## config.mk

```make
export PLATFORM = sky130hd
export DESIGN_NAME = nvram_settings_command_handler
export DESIGN_NICKNAME = d
export VERILOG_FILES = /design/src/nvram_cmd_pkg.sv /design/src/report_capture.sv /design/src/reply_sender.sv /design/src/nvram_settings_command_handler.sv
export SDC_FILE = /design/constraint.sdc
export NUM_CORES = 1
export LEC_CHECK = 0
export ABC_AREA = 1
export ABC_CLOCK_PERIOD_IN_PS = 6000
export BUFFER_PORTS_ARGS = -buffer_cell sky130_fd_sc_hd__buf_2
export CAP_MARGIN = 20
export CORE_ASPECT_RATIO = 0.75
export CORE_MARGIN = 5
export CORE_UTILIZATION = 32
export CTS_BUF_LIST = sky130_fd_sc_hd__clkbuf_8
export CTS_CLUSTER_DIAMETER = 100
export DETAILED_ROUTE_END_ITERATION = 10
export MAX_ROUTING_LAYER = met4
export PLACE_DENSITY_LB_ADDON = 0.3
export SLEW_MARGIN = 10
export SYNTH_ARGS = -nofsm -noshare
export SYNTH_HDL_FRONTEND = slang
export SYNTH_HIERARCHICAL = 1
export SYNTH_SLANG_ARGS = --single-unit
```

## constraint.sdc

```tcl
create_clock -name I_SYS_CLK -period 6 [get_ports I_SYS_CLK]
set_input_delay 1.2 -clock I_SYS_CLK [delete_from_list [all_inputs] [get_ports I_SYS_CLK]]
set_output_delay 1.2 -clock I_SYS_CLK [all_outputs]
set_load 0.005 [all_outputs]
```

## src/nvram_cmd_pkg.sv

```systemverilog
// Shared constants, field positions and carrier types for the command handler.
package nvram_cmd_pkg;

    // ==========================================================
    // Report geometry
    localparam int REPORT_BYTES = 64;
    localparam int IDX_W = 6;
    localparam int CS_LINES = 9;

    // ==========================================================
    // Command, sub-command and status codes
    localparam logic [7:0] CMD_SET_NV = 8'h60;
    localparam logic [7:0] CMD_GET_NV = 8'h61;
    localparam logic [7:0] SUB_SPI = 8'h10;
    localparam logic [7:0] SUB_KEY = 8'h30;
    localparam logic [7:0] SUB_PROD = 8'h40;
    localparam logic [7:0] SUB_MANUF = 8'h50;
    localparam logic [7:0] ST_OK = 8'h00;
    localparam logic [7:0] ST_BLOCKED = 8'hFB;
    localparam logic [7:0] ST_BUSY = 8'hF8;
    localparam logic [7:0] ST_UNSUPPORTED = 8'hFF;

    // ==========================================================
    // Access control settings
    localparam logic [7:0] ACC_OPEN = 8'h00;
    localparam logic [7:0] ACC_PASSWORD = 8'h40;
    localparam logic [7:0] ACC_LOCKED = 8'h80;

    // ==========================================================
    // Byte positions inside a report
    localparam logic [5:0] POS_CMD = 6'h00;
    localparam logic [5:0] POS_SUB = 6'h01;
    localparam logic [5:0] POS_ECHO = 6'h02;
    localparam logic [5:0] POS_RATE = 6'h04;
    localparam logic [5:0] POS_IDLE_CS = 6'h08;
    localparam logic [5:0] POS_ACT_CS = 6'h0A;
    localparam logic [5:0] POS_DLY_PRE = 6'h0C;
    localparam logic [5:0] POS_DLY_POST = 6'h0E;
    localparam logic [5:0] POS_DLY_GAP = 6'h10;
    localparam logic [5:0] POS_XFER_LEN = 6'h12;
    localparam logic [5:0] POS_MODE = 6'h14;
    localparam logic [5:0] POS_VID = 6'h04;
    localparam logic [5:0] POS_PID = 6'h06;
    localparam logic [5:0] POS_POWER = 6'h08;
    localparam logic [5:0] POS_CURRENT = 6'h09;
    localparam logic [5:0] POS_STR_FIRST = 6'h04;
    localparam logic [5:0] POS_LAST = 6'h3F;

    // ==========================================================
    // Field layouts, units and masks
    localparam logic [15:0] CS_MASK = 16'h01FF;
    localparam logic [1:0] SPI_MODE_MASK = 2'h3;
    localparam logic [7:0] POWER_MASK = 8'hE0;
    localparam int PWR_HOST_BIT = 7;
    localparam int PWR_SELF_BIT = 6;
    localparam int PWR_WAKE_BIT = 5;
    localparam int DELAY_UNIT_US = 100;
    localparam int CURRENT_UNIT_MA = 2;

    // ==========================================================
    // Reset values of the stored settings
    localparam logic [31:0] RST_BIT_RATE = 32'h0000_1000;
    localparam logic [15:0] RST_IDLE_CS = 16'h01FF;
    localparam logic [15:0] RST_ACT_CS = 16'h0000;
    localparam logic [15:0] RST_DELAY = 16'h0000;
    localparam logic [15:0] RST_XFER_LEN = 16'h0004;
    localparam logic [1:0] RST_SPI_MODE = 2'h0;
    localparam logic [15:0] RST_VID = 16'h1234;
    localparam logic [15:0] RST_PID = 16'h5678;
    localparam logic [7:0] RST_POWER = 8'h80;
    localparam logic [7:0] RST_CURRENT = 8'h32;

    // ==========================================================
    // Carrier types
    typedef struct packed {
        logic [31:0] bit_rate;
        logic [15:0] idle_cs;
        logic [15:0] active_cs;
        logic [15:0] dly_pre;
        logic [15:0] dly_post;
        logic [15:0] dly_gap;
        logic [15:0] xfer_len;
        logic [1:0] mode;
    } spi_cfg_t;

    typedef struct packed {
        logic [15:0] vid;
        logic [15:0] pid;
        logic [7:0] power;
        logic [7:0] current;
    } usb_key_t;

    typedef struct packed {
        logic we;
        logic product;
        logic [5:0] addr;
        logic [7:0] data;
    } str_wr_t;

    typedef enum logic [3:0] {
        S_RECV = 4'h1,
        S_EXEC = 4'h2,
        S_STR = 4'h4,
        S_SEND = 4'h8
    } state_t;

endpackage

```

## src/report_capture.sv

```systemverilog
// Byte counter that frames the incoming request report.
`timescale 1ns/100ps
module report_capture import nvram_cmd_pkg::*; #(
    parameter int BYTES = REPORT_BYTES
) (
    input wire logic i_clk, // System clock.
    input wire logic i_rst, // Synchronous reset.
    input wire logic i_enable, // Handler ready for bytes.
    input wire logic i_valid, // Request byte valid.
    output logic o_wr, // Byte taken this cycle.
    output logic [IDX_W-1:0] o_idx, // Position of the byte taken.
    output logic o_done // Last byte of the report taken.
);
    logic [IDX_W-1:0] count;

    generate
        if (BYTES != (1 << IDX_W)) begin : g_bad_size
            $error("report size must fill the index width");
        end
    endgenerate

    assign o_wr = i_enable & i_valid;
    assign o_idx = count;
    assign o_done = o_wr && (count == IDX_W'(BYTES - 1));

    always_ff @(posedge i_clk) begin
        if (i_rst) begin
            count <= '0;
        end else if (o_wr) begin
            count <= o_done ? '0 : IDX_W'(count + 1'b1);
        end
    end
endmodule

```

## src/reply_sender.sv

```systemverilog
// Serialiser that streams one response report with valid and ready.
`timescale 1ns/100ps
module reply_sender import nvram_cmd_pkg::*; #(
    parameter int BYTES = REPORT_BYTES
) (
    input wire logic i_clk, // System clock.
    input wire logic i_rst, // Synchronous reset.
    input wire logic i_start, // Begin a report.
    input wire logic [7:0] i_byte, // Byte at o_rd_idx.
    input wire logic i_ready, // Receiver takes the byte.
    output logic [IDX_W-1:0] o_rd_idx, // Byte to fetch next.
    output logic o_valid, // Response byte valid.
    output logic [7:0] o_data, // Response byte.
    output logic o_done // Last byte taken, one cycle.
);
    logic [IDX_W-1:0] idx;
    logic last;

    generate
        if (BYTES != (1 << IDX_W)) begin : g_bad_size
            $error("report size must fill the index width");
        end
    endgenerate

    assign last = (idx == IDX_W'(BYTES - 1));
    assign o_rd_idx = i_start ? '0 : IDX_W'(idx + 1'b1);

    always_ff @(posedge i_clk) begin
        if (i_rst) begin
            idx <= '0;
            o_valid <= 1'b0;
            o_data <= 8'h00;
            o_done <= 1'b0;
        end else begin
            o_done <= 1'b0;
            if (i_start) begin
                idx <= '0;
                o_valid <= 1'b1;
                o_data <= i_byte;
            end else if (o_valid && i_ready) begin
                if (last) begin
                    o_valid <= 1'b0;
                    o_done <= 1'b1;
                end else begin
                    idx <= o_rd_idx;
                    o_data <= i_byte;
                end
            end
        end
    end
endmodule

```

## src/nvram_settings_command_handler.sv

```systemverilog
// Command interpreter for the power-up settings reports.
`timescale 1ns/100ps
//
// Behaviour
// - SPI mode at byte 20, values 0 to 3 select modes 0 to 3.
// - Blocked SPI settings write answers 0x60 then 0xFB.
// - SPI settings write during USB transfer: unwritten, 0xF8, echo 0x10.
// - Stored SPI settings answer 0x60, 0x00, echo 0x10.
// - Vendor id at bytes 4 and 5, product id at 6 and 7, low first.
// - Byte 8 power option: bit 7 host, 6 self, 5 wakeup, rest zero.
// - Byte 9 requested current in 2 mA units.
// - Key and string writes blocked answer 0xFB.
// - Key write success answers 0x60, 0x00, echo 0x30.
// - String byte 4 is twice the character count plus two.
// - String success answers 0x00 and echoes 0x50 or 0x40.
// - SPI settings read answers 0x61, 0x00, 0x10 and the fields.
// - Bit rate is 32 bits at bytes 4 to 7, low byte first.
// - Select patterns at bytes 8-9 and 10-11, nine lines.
// - Three 16-bit delays in 100 us units at bytes 12 to 17.
// - Transaction length 16 bits at bytes 18 and 19.
// - Access setting open, password or locked decides refusal.
module nvram_settings_command_handler import nvram_cmd_pkg::*; (
    input wire logic I_SYS_CLK, // System clock, 100 MHz.
    input wire logic I_RST, // Synchronous reset, active high.
    input wire logic I_RX_VALID, // Request byte valid.
    input wire logic [7:0] I_RX_DATA, // Request byte.
    output logic O_RX_READY, // Handler takes request bytes.
    output logic O_TX_VALID, // Response byte valid.
    output logic [7:0] O_TX_DATA, // Response byte.
    input wire logic I_TX_READY, // Response byte taken.
    input wire logic [7:0] I_ACCESS_MODE, // Stored access setting.
    input wire logic I_PASSWORD_OK, // Password has been supplied.
    input wire logic I_USB_XFER_BUSY, // USB-started transfer running.
    output spi_cfg_t O_SPI_CFG, // Stored SPI settings.
    output usb_key_t O_USB_KEY, // Stored USB key settings.
    output str_wr_t O_STR_WR // String descriptor byte write.
);
    // ==========================================================
    // Request capture
    logic [7:0] req [REPORT_BYTES];
    logic cap_wr;
    logic cap_done;
    logic [IDX_W-1:0] cap_idx;
    state_t state;

    report_capture #(.BYTES(REPORT_BYTES)) u_capture (
        .i_clk(I_SYS_CLK),
        .i_rst(I_RST),
        .i_enable(O_RX_READY),
        .i_valid(I_RX_VALID),
        .o_wr(cap_wr),
        .o_idx(cap_idx),
        .o_done(cap_done)
    );

    always_ff @(posedge I_SYS_CLK) begin
        if (cap_wr) begin
            req[cap_idx] <= I_RX_DATA;
        end
    end

    // ==========================================================
    // Request decode
    logic [7:0] cmd;
    logic [7:0] sub;
    logic is_set;
    logic is_get_spi;
    logic blocked;
    logic set_spi_ok;
    logic set_key_ok;
    logic set_str_ok;
    logic refused;

    assign cmd = req[POS_CMD];
    assign sub = req[POS_SUB];
    assign is_set = (cmd == CMD_SET_NV) && ((sub == SUB_SPI)
        || (sub == SUB_KEY) || (sub == SUB_PROD) || (sub == SUB_MANUF));
    assign is_get_spi = (cmd == CMD_GET_NV) && (sub == SUB_SPI);
    // access setting gate
    // Unknown access values are treated as locked, the safe reading.
    assign blocked = (I_ACCESS_MODE == ACC_PASSWORD) ? !I_PASSWORD_OK
        : (I_ACCESS_MODE != ACC_OPEN);
    assign set_spi_ok = is_set && (sub == SUB_SPI) && !blocked
        && !I_USB_XFER_BUSY;
    assign set_key_ok = is_set && (sub == SUB_KEY) && !blocked;
    assign set_str_ok = is_set && ((sub == SUB_PROD)
        || (sub == SUB_MANUF)) && !blocked;
    assign refused = is_set && !set_spi_ok && !set_key_ok && !set_str_ok;

    // ==========================================================
    // Sequencing
    logic [5:0] str_idx;
    logic send_start;
    logic send_done;
    logic [IDX_W-1:0] rd_idx;
    logic [7:0] rd_byte;

    always_ff @(posedge I_SYS_CLK) begin
        if (I_RST) begin
            state <= S_RECV;
            O_RX_READY <= 1'b1;
            send_start <= 1'b0;
        end else begin
            send_start <= 1'b0;
            case (state)
                S_RECV: begin
                    if (cap_done) begin
                        state <= S_EXEC;
                        O_RX_READY <= 1'b0;
                    end
                end
                S_EXEC: begin
                    if (set_str_ok) begin
                        state <= S_STR;
                    end else begin
                        state <= S_SEND;
                        send_start <= 1'b1;
                    end
                end
                S_STR: begin
                    if (str_idx == POS_LAST) begin
                        state <= S_SEND;
                        send_start <= 1'b1;
                    end
                end
                S_SEND: begin
                    if (send_done) begin
                        state <= S_RECV;
                        O_RX_READY <= 1'b1;
                    end
                end
                default: begin
                    state <= S_RECV;
                    O_RX_READY <= 1'b1;
                end
            endcase
        end
    end

    // ==========================================================
    // Response header
    logic [7:0] rsp_cmd;
    logic [7:0] rsp_status;
    logic [7:0] rsp_sub;
    logic rsp_get;

    always_ff @(posedge I_SYS_CLK) begin
        if (I_RST) begin
            rsp_cmd <= 8'h00;
            rsp_status <= ST_OK;
            rsp_sub <= 8'h00;
            rsp_get <= 1'b0;
        end else if (state == S_EXEC) begin
            rsp_cmd <= cmd;
            rsp_sub <= sub;
            rsp_get <= is_get_spi;
            if (is_set && blocked) begin
                rsp_status <= ST_BLOCKED;
            end else if (is_set && (sub == SUB_SPI) && I_USB_XFER_BUSY) begin
                rsp_status <= ST_BUSY;
            end else if (is_set || is_get_spi) begin
                rsp_status <= ST_OK;
            end else begin
                rsp_status <= ST_UNSUPPORTED;
            end
        end
    end

    // ==========================================================
    // Stored SPI settings
    always_ff @(posedge I_SYS_CLK) begin
        if (I_RST) begin
            O_SPI_CFG.bit_rate <= RST_BIT_RATE;
            O_SPI_CFG.idle_cs <= RST_IDLE_CS;
            O_SPI_CFG.active_cs <= RST_ACT_CS;
            O_SPI_CFG.dly_pre <= RST_DELAY;
            O_SPI_CFG.dly_post <= RST_DELAY;
            O_SPI_CFG.dly_gap <= RST_DELAY;
            O_SPI_CFG.xfer_len <= RST_XFER_LEN;
            O_SPI_CFG.mode <= RST_SPI_MODE;
        end else if ((state == S_EXEC) && set_spi_ok) begin
            O_SPI_CFG.bit_rate <= {req[POS_RATE + 6'h03],
                req[POS_RATE + 6'h02], req[POS_RATE + 6'h01],
                req[POS_RATE]};
            O_SPI_CFG.idle_cs <= {req[POS_IDLE_CS + 6'h01],
                req[POS_IDLE_CS]} & CS_MASK;
            O_SPI_CFG.active_cs <= {req[POS_ACT_CS + 6'h01],
                req[POS_ACT_CS]} & CS_MASK;
            O_SPI_CFG.dly_pre <= {req[POS_DLY_PRE + 6'h01],
                req[POS_DLY_PRE]};
            O_SPI_CFG.dly_post <= {req[POS_DLY_POST + 6'h01],
                req[POS_DLY_POST]};
            O_SPI_CFG.dly_gap <= {req[POS_DLY_GAP + 6'h01],
                req[POS_DLY_GAP]};
            O_SPI_CFG.xfer_len <= {req[POS_XFER_LEN + 6'h01],
                req[POS_XFER_LEN]};
            O_SPI_CFG.mode <= req[POS_MODE][1:0] & SPI_MODE_MASK;
        end
    end

    // ==========================================================
    // Stored USB key settings
    always_ff @(posedge I_SYS_CLK) begin
        if (I_RST) begin
            O_USB_KEY.vid <= RST_VID;
            O_USB_KEY.pid <= RST_PID;
            O_USB_KEY.power <= RST_POWER;
            O_USB_KEY.current <= RST_CURRENT;
        end else if ((state == S_EXEC) && set_key_ok) begin
            O_USB_KEY.vid <= {req[POS_VID + 6'h01], req[POS_VID]};
            O_USB_KEY.pid <= {req[POS_PID + 6'h01], req[POS_PID]};
            // reserved power bits forced to zero
            O_USB_KEY.power <= req[POS_POWER] & POWER_MASK;
            O_USB_KEY.current <= req[POS_CURRENT];
        end
    end

    // ==========================================================
    // String descriptor writes
    always_ff @(posedge I_SYS_CLK) begin
        if (I_RST) begin
            str_idx <= POS_STR_FIRST;
            O_STR_WR <= '0;
        end else if (state == S_STR) begin
            // length, type and characters stored as sent
            O_STR_WR.we <= 1'b1;
            O_STR_WR.product <= (sub == SUB_PROD);
            O_STR_WR.addr <= 6'(str_idx - POS_STR_FIRST);
            O_STR_WR.data <= req[str_idx];
            str_idx <= 6'(str_idx + 6'h01);
        end else begin
            str_idx <= POS_STR_FIRST;
            O_STR_WR.we <= 1'b0;
        end
    end

    // ==========================================================
    // Response serialiser
    // read answer carries the stored fields
    always_comb begin
        rd_byte = 8'h00;
        if (rd_idx == POS_CMD) begin
            rd_byte = rsp_cmd;
        end else if (rd_idx == POS_SUB) begin
            rd_byte = rsp_status;
        end else if (rd_idx == POS_ECHO) begin
            rd_byte = rsp_sub;
        end else if (rsp_get) begin
            case (rd_idx)
                POS_RATE: rd_byte = O_SPI_CFG.bit_rate[7:0];
                POS_RATE + 6'h01: rd_byte = O_SPI_CFG.bit_rate[15:8];
                POS_RATE + 6'h02: rd_byte = O_SPI_CFG.bit_rate[23:16];
                POS_RATE + 6'h03: rd_byte = O_SPI_CFG.bit_rate[31:24];
                POS_IDLE_CS: rd_byte = O_SPI_CFG.idle_cs[7:0];
                POS_IDLE_CS + 6'h01: rd_byte = O_SPI_CFG.idle_cs[15:8];
                POS_ACT_CS: rd_byte = O_SPI_CFG.active_cs[7:0];
                POS_ACT_CS + 6'h01: rd_byte = O_SPI_CFG.active_cs[15:8];
                POS_DLY_PRE: rd_byte = O_SPI_CFG.dly_pre[7:0];
                POS_DLY_PRE + 6'h01: rd_byte = O_SPI_CFG.dly_pre[15:8];
                POS_DLY_POST: rd_byte = O_SPI_CFG.dly_post[7:0];
                POS_DLY_POST + 6'h01: rd_byte = O_SPI_CFG.dly_post[15:8];
                POS_DLY_GAP: rd_byte = O_SPI_CFG.dly_gap[7:0];
                POS_DLY_GAP + 6'h01: rd_byte = O_SPI_CFG.dly_gap[15:8];
                POS_XFER_LEN: rd_byte = O_SPI_CFG.xfer_len[7:0];
                POS_XFER_LEN + 6'h01: rd_byte = O_SPI_CFG.xfer_len[15:8];
                POS_MODE: rd_byte = {6'h00, O_SPI_CFG.mode};
                default: rd_byte = 8'h00;
            endcase
        end
    end

    reply_sender #(.BYTES(REPORT_BYTES)) u_sender (
        .i_clk(I_SYS_CLK),
        .i_rst(I_RST),
        .i_start(send_start),
        .i_byte(rd_byte),
        .i_ready(I_TX_READY),
        .o_rd_idx(rd_idx),
        .o_valid(O_TX_VALID),
        .o_data(O_TX_DATA),
        .o_done(send_done)
    );
endmodule

```

Word-level counts from Yosys, hierarchy flattened
Memory sizes are Yosys's and may differ from the RTL's. A register that Yosys moved wholly into a read port is not among the register bits. Index checks and enable logic that the tools add are counted.

Input bits: 22. Bits in registers: 151. RAM bits: 512. Memories: 1. Logic and storage cells: 137.

Memories: req (depth 64, width 8, read ports 20, clocked after Yosys merged registers in 12, wr ports 1, RTL line nvram_settings_command_handler.sv:40) `logic [7:0] req [REPORT_BYTES];`.

Add/subtract/negate cells: 4. Muxes and demuxes: 32. Reduce and logical (&&, ||, !) cells: 36. Bitwise gates (word level): 5. Eq/ne operators: 37.

Operator list (count): $pmux 8 s17 (1); $mux 8 (10); $eq 6x4->1 const B (8); $eq 8x7->1 const B (5); $eq 6x5->1 const B (5); $eq 6x3->1 const B (4); $add 6x1->6 const B (3); $eq 6x6->1 const B (3); $mux 4 (4); $pmux 4 s4 (1); $logic_and 1x1->1 (15); $mux 1 (12); $mux 6 (2); $eq 8x5->1 const B (1); $eq 8x6->1 const B (1); $reduce_bool 8->1 (1); $eq 6x1->1 const B (1); $eq 6x2->1 const B (1); $logic_not 6->1 (1); $reduce_and 2->1 (3); $reduce_and 3->1 (2); $reduce_or 2->1 (3); $sub 6x3->6 const B (1); $logic_or 1x1->1 (5); 13 further kinds (21).

Longest topological paths before layout
Depth in word-level cells: 11. Gate-level depth with buffers: 22.

Modules after synthesis
Netlist, hierarchy kept.

Modules (own cells, without submodules): nvram_settings_command_handler (area an instance 29995.0 µm², times used 1, seq. area each 19518.7 µm², cells each 3178); reply_sender (area an instance 772.0 µm², times used 1, seq. area each 320.3 µm², cells each 120); report_capture (area an instance 316.6 µm², times used 1, seq. area each 120.1 µm², cells each 43).

Least setup slack after synthesis
OpenSTA, ideal clock, no wires.

Path type: input-to-reg. From: input I_RX_VALID. To: memory req[40][0] (enable). Stages on the path: 5. Buffers on the path: 1. Slack: 3249 ps. Data arrival time: 2381 ps. Cells stage by stage: nand2_1 -> inv_1 -> clkbuf_1 -> nand3_1 -> nor2_1.

Word-level cells in the longest chain between the ends: 3.

RTL lines: from (decl) (RTL line nvram_settings_command_handler.sv:25) `input wire logic I_RX_VALID,`; $and 1x1->1 (RTL line report_capture.sv:22) `assign o_wr = i_enable & i_valid;`; net cap_wr (RTL line nvram_settings_command_handler.sv:41) `logic cap_wr;`; $mux 1 (RTL line nvram_settings_command_handler.sv:57) `if (cap_wr) begin`; $mux 1 (implied by the code) (RTL line nvram_settings_command_handler.sv:58) `req[cap_idx] <= I_RX_DATA;`; to (decl) (RTL line nvram_settings_command_handler.sv:40).

The timed path passes the listed nets, and every way through them passes these cells.

Worst setup path in the final report
From: register u_sender.idx[0]. To: register u_sender.o_data[7].

Word-level cells in the longest chain between the ends: 11. Elaborated cells on any way between the ends: 33.

RTL lines: from (decl) (RTL line reply_sender.sv:16) `logic [IDX_W-1:0] idx;`; from (signal assigned) (RTL line reply_sender.sv:45) `idx <= o_rd_idx;`; $add 6x1->6 (*) (RTL line reply_sender.sv:26) `assign o_rd_idx = i_start ? '0 : IDX_W'(idx + 1'b1);`; $mux 6 (*) (RTL line reply_sender.sv:26); net rd_idx[2] (RTL line nvram_settings_command_handler.sv:95) `logic [IDX_W-1:0] rd_idx;`; $eq 6x5->1 (tied with other cells) (RTL line nvram_settings_command_handler.sv:249) `case (rd_idx)`; $pmux 8 s17 (RTL line nvram_settings_command_handler.sv:249); $mux 8 (RTL line nvram_settings_command_handler.sv:248) `end else if (rsp_get) begin`; $mux 8 (RTL line nvram_settings_command_handler.sv:246) `end else if (rd_idx == POS_ECHO) begin`; $mux 8 (RTL line nvram_settings_command_handler.sv:244) `end else if (rd_idx == POS_SUB) begin`; $mux 8 (*) (RTL line nvram_settings_command_handler.sv:242) `if (rd_idx == POS_CMD) begin`; net rd_byte[7] (RTL line nvram_settings_command_handler.sv:96) `logic [7:0] rd_byte;`; $mux 8 (RTL line reply_sender.sv:41) `if (last) begin`; $mux 8 (RTL line reply_sender.sv:40) `end else if (o_valid && i_ready) begin`; $mux 8 (*) (RTL line reply_sender.sv:36) `if (i_start) begin`; to (signal assigned) (RTL line reply_sender.sv:39) `o_data <= i_byte;`; to (signal assigned) (RTL line reply_sender.sv:46) `o_data <= i_byte;`; to (decl) (RTL line reply_sender.sv:13) `output logic [7:0] o_data,`.

Mark *: on every way through the listed nets, which the timed path passes. The rest lies on a longest branch. The select of a mux whose other input is x is not followed. A chain may end at the register's enable or synchronous reset.

==> impl_results.md <==
* Overflow after GRT at 0
* Area after DPL at between 0.03 and 0.04 mm^2
* Largest net degree at the start of global routing at around 130
* FF+latch area at approximately 0.020 mm^2
* Critical Path End Type: flip-flop
* DRT Wirelength at 103 mm
* Core Rows at 99
* Slew margin rel. at 33.3%
* Design area at 0.0355 mm^2
* Slew @ Worst Pin at about 1 ns
* Drt wl/cell at about 21 um
* CTS tree: built
* # H-tree levels at 3
* Post-route ant nets at 0
* Multi-input logic area at 0.00946 mm^2
* WS Path Type: reg -> reg
* Total number of yosys warnings at 6
* Synthesized area per cell at just over 9 um^2
* Final setup vio count at 0
* Crit start category: flip-flop
* Worst VDD drop at between 100 and 150 uV
* Yosys top cell area share at ~49%
* Most common cell after layout, fill and taps aside: nand2_1
* Antenna violations before repair at 7
* Utilization after layout at about 37%
* Status: finished, final reports clean
* Tot Pwr at 10,300 uW
* # fillers at roughly 10k
* Hold slack at about 0.46 ns
* Post-layout min period at between 3 and 4 ns
* Clock buffer depth at 3
* Period Utilization, post-route at around 60%
* Drt pass-1 iters at 6
* Layout cell share with drive strength beyond 1 at 11.7%
* GP Congestion at between 1 and 1.5
* GRT Overall Usage at 19.9%
* HP Class: reg -> reg
* Arrival time at the worst endpoint at between 4 and 5 ns
* Pwr Density at slightly below 300 mW/mm^2
* HPWL Detailed at 67.7 mm
* Synth cell types at 38
* Pleak at around 0.014 uW
* Total number of vias at between 20k and 25k
* Worst Hold Depth at 2
* Biggest area consumer among synthesized cells: edfxtp_1
* Buffers on Ports at around 210
* CP Max Fanout at 11
* Setup TNS at 0 ns
* Initial Util at around a third
* DRC violations left at 0
* Reg clk slew, reported paths at 0.07 ns
* Final nets at between 3k and 4k
* Most frequent cells in the layout: nand2_1 (865), nor2_1 (546), edfxtp_1 (512)
* Max_cap viols at 0
* Core ar. at 0.0969 mm^2
* R2R cell count at 17
* CTS Sinks at around 740
* Die Span Y at ~280 um
* Register bit count reported by yosys at approximately 740
* Synthesized area at between 0.03 and 0.04 mm^2
* Die Width at about 370 um
* Vias in the first global route at roughly 22k
* Area contributors post-synth: edfxtp_1 (49%), dfxtp_1 (15%), nand2_1 (10%)
* Clock root cell: clkbuf_8
* R2R Setup Slk at 2.40 ns
* Final Slew Violations at 0
* First-pass GRT wire length at around 150 mm
* Syn-to-layout area delta at 14.2%
* Die ar. at a little over 0.1 mm^2
* Hold Violations, Final at 0
* Num ports at ~230
* Layout Skew at 0.0447 ns
* Clk_lat worst skew at roughly 0.75 ns
* # hold bufs at CTS at 0
* Mapped Cells at 3,341
* Gates resized, CTS repair at 0
* Sequential area share after synthesis at between 60 and 70%
* FMAX at roughly 280 MHz
* Setup bufs post-CTS at 0
* Detailed Route Iter0 Violations at ~3.4k
* Vias per cell at 4.95
* TritonCTS Buffers at approximately 110
* Critical Path RT at ~6.7 ns
* RSZ-0062 raised after global routing: no
==> sequential cells by signal, indices dropped and copies added (netlist names), 3 cells and up <==
register and cells:
str_idx 6, u_sender/o_data 8, O_SPI_CFG 116, O_USB_KEY 43, rsp_status 3, state 4, u_sender/idx 6, u_capture/o_idx 6
rsp_cmd 8, req 512, O_STR_WR 16, rsp_sub 8
==> worst max-delay path, stage by stage, from the launching register on <==
cell and delay, ns:
dfxtp_1 0.39, ha_1 0.24, nand2_1 0.09, nand2_1 0.07, nor2_1 0.08, nor2_1 0.74
nand2_1 0.17, nor2_1 0.59, nand2_1 0.32, nand3_1 0.16, nor2_1 0.05, nand2_1 0.20
nand2_1 0.09, nand4_1 0.08, inv_1 0.05, nand3_1 0.07, nand2_1 0.06, nor2_1 0.07
==> cell usage after synthesis, drive strengths merged <==
cell type	n
a21oi	56
inv	222
nand3b	1
or2	7
clkbuf	88
xor2	2
xnor2	3
o21ai	220
nand4	35
o21bai	1
clkinv	3
buf	101
nor3b	1
nand3	395
nor2	555
ha	5
edfxtp	512
dfxtp	229
nand2	869
nor3	19
a31oi	2
o211ai	12
a211oi	1
nor4	1
conb	1
==> metal layers <==
layer	vias to the layer above	track usage [%]	part of all wire [%]
met5	-	-	0
met4	0	3.79	1.5
met3	127	5.78	11
met2	1109	26.9	41
met1	11773	29.5	46
li1	11427	-	-
==> cells by family (layout without fill, tap and decap cells) <==
logic type      count (synthesis)  in the layout  synth area share, %
other cells                     1             24               0.0121
compound gates                292            292                 4.86
simple gates                 1883           1883                 25.0
flops                         741            741                 64.2
buf+inv                       414            671                 5.60
xor+xnor                        5              5                0.141
fa+ha+maj                       5              5                0.201
==> path summary, 6_finish.rpt <==
check / to / startpoint
worst min register to register: O_USB_KEY[44]$_SDFFE_PP1P_ / O_USB_KEY[44]$_SDFFE_PP1P_
worst max-delay path: u_sender/o_data[7]$_SDFFE_PP0P_ / u_sender/idx[0]$_SDFFE_PP0P_
worst min-delay path: O_USB_KEY[44]$_SDFFE_PP1P_ / O_USB_KEY[44]$_SDFFE_PP1P_
worst max register to register: u_sender/o_data[7]$_SDFFE_PP0P_ / u_sender/idx[0]$_SDFFE_PP0P_
==> cell type report <==
type,count,area share [%]
clock buffer,130,5.04
sequential,741,56.2
inverter,225,2.42
antenna,5,0.0352
tap,1313,4.63
multi-input combinational,2204,26.6
clock inverter,80,1.34
timing repair buffer,236,3.66
==> report_power, final <==
group | internal (uW) | switching (uW)
sequential | 5520 | 47.9
clock | 2190 | 2030
combinational | 111 | 375
==> metrics by stage <==
step                      setup slack [ns]  instances
after floorplan                       3.25       3359
after global placement                2.46       4718
after detailed placement              2.44       4718
after CTS                             2.68       4928
after global routing                  2.20       4933
final                                 2.40       4934
Note: power is estimated with default switching activity, not from simulation.
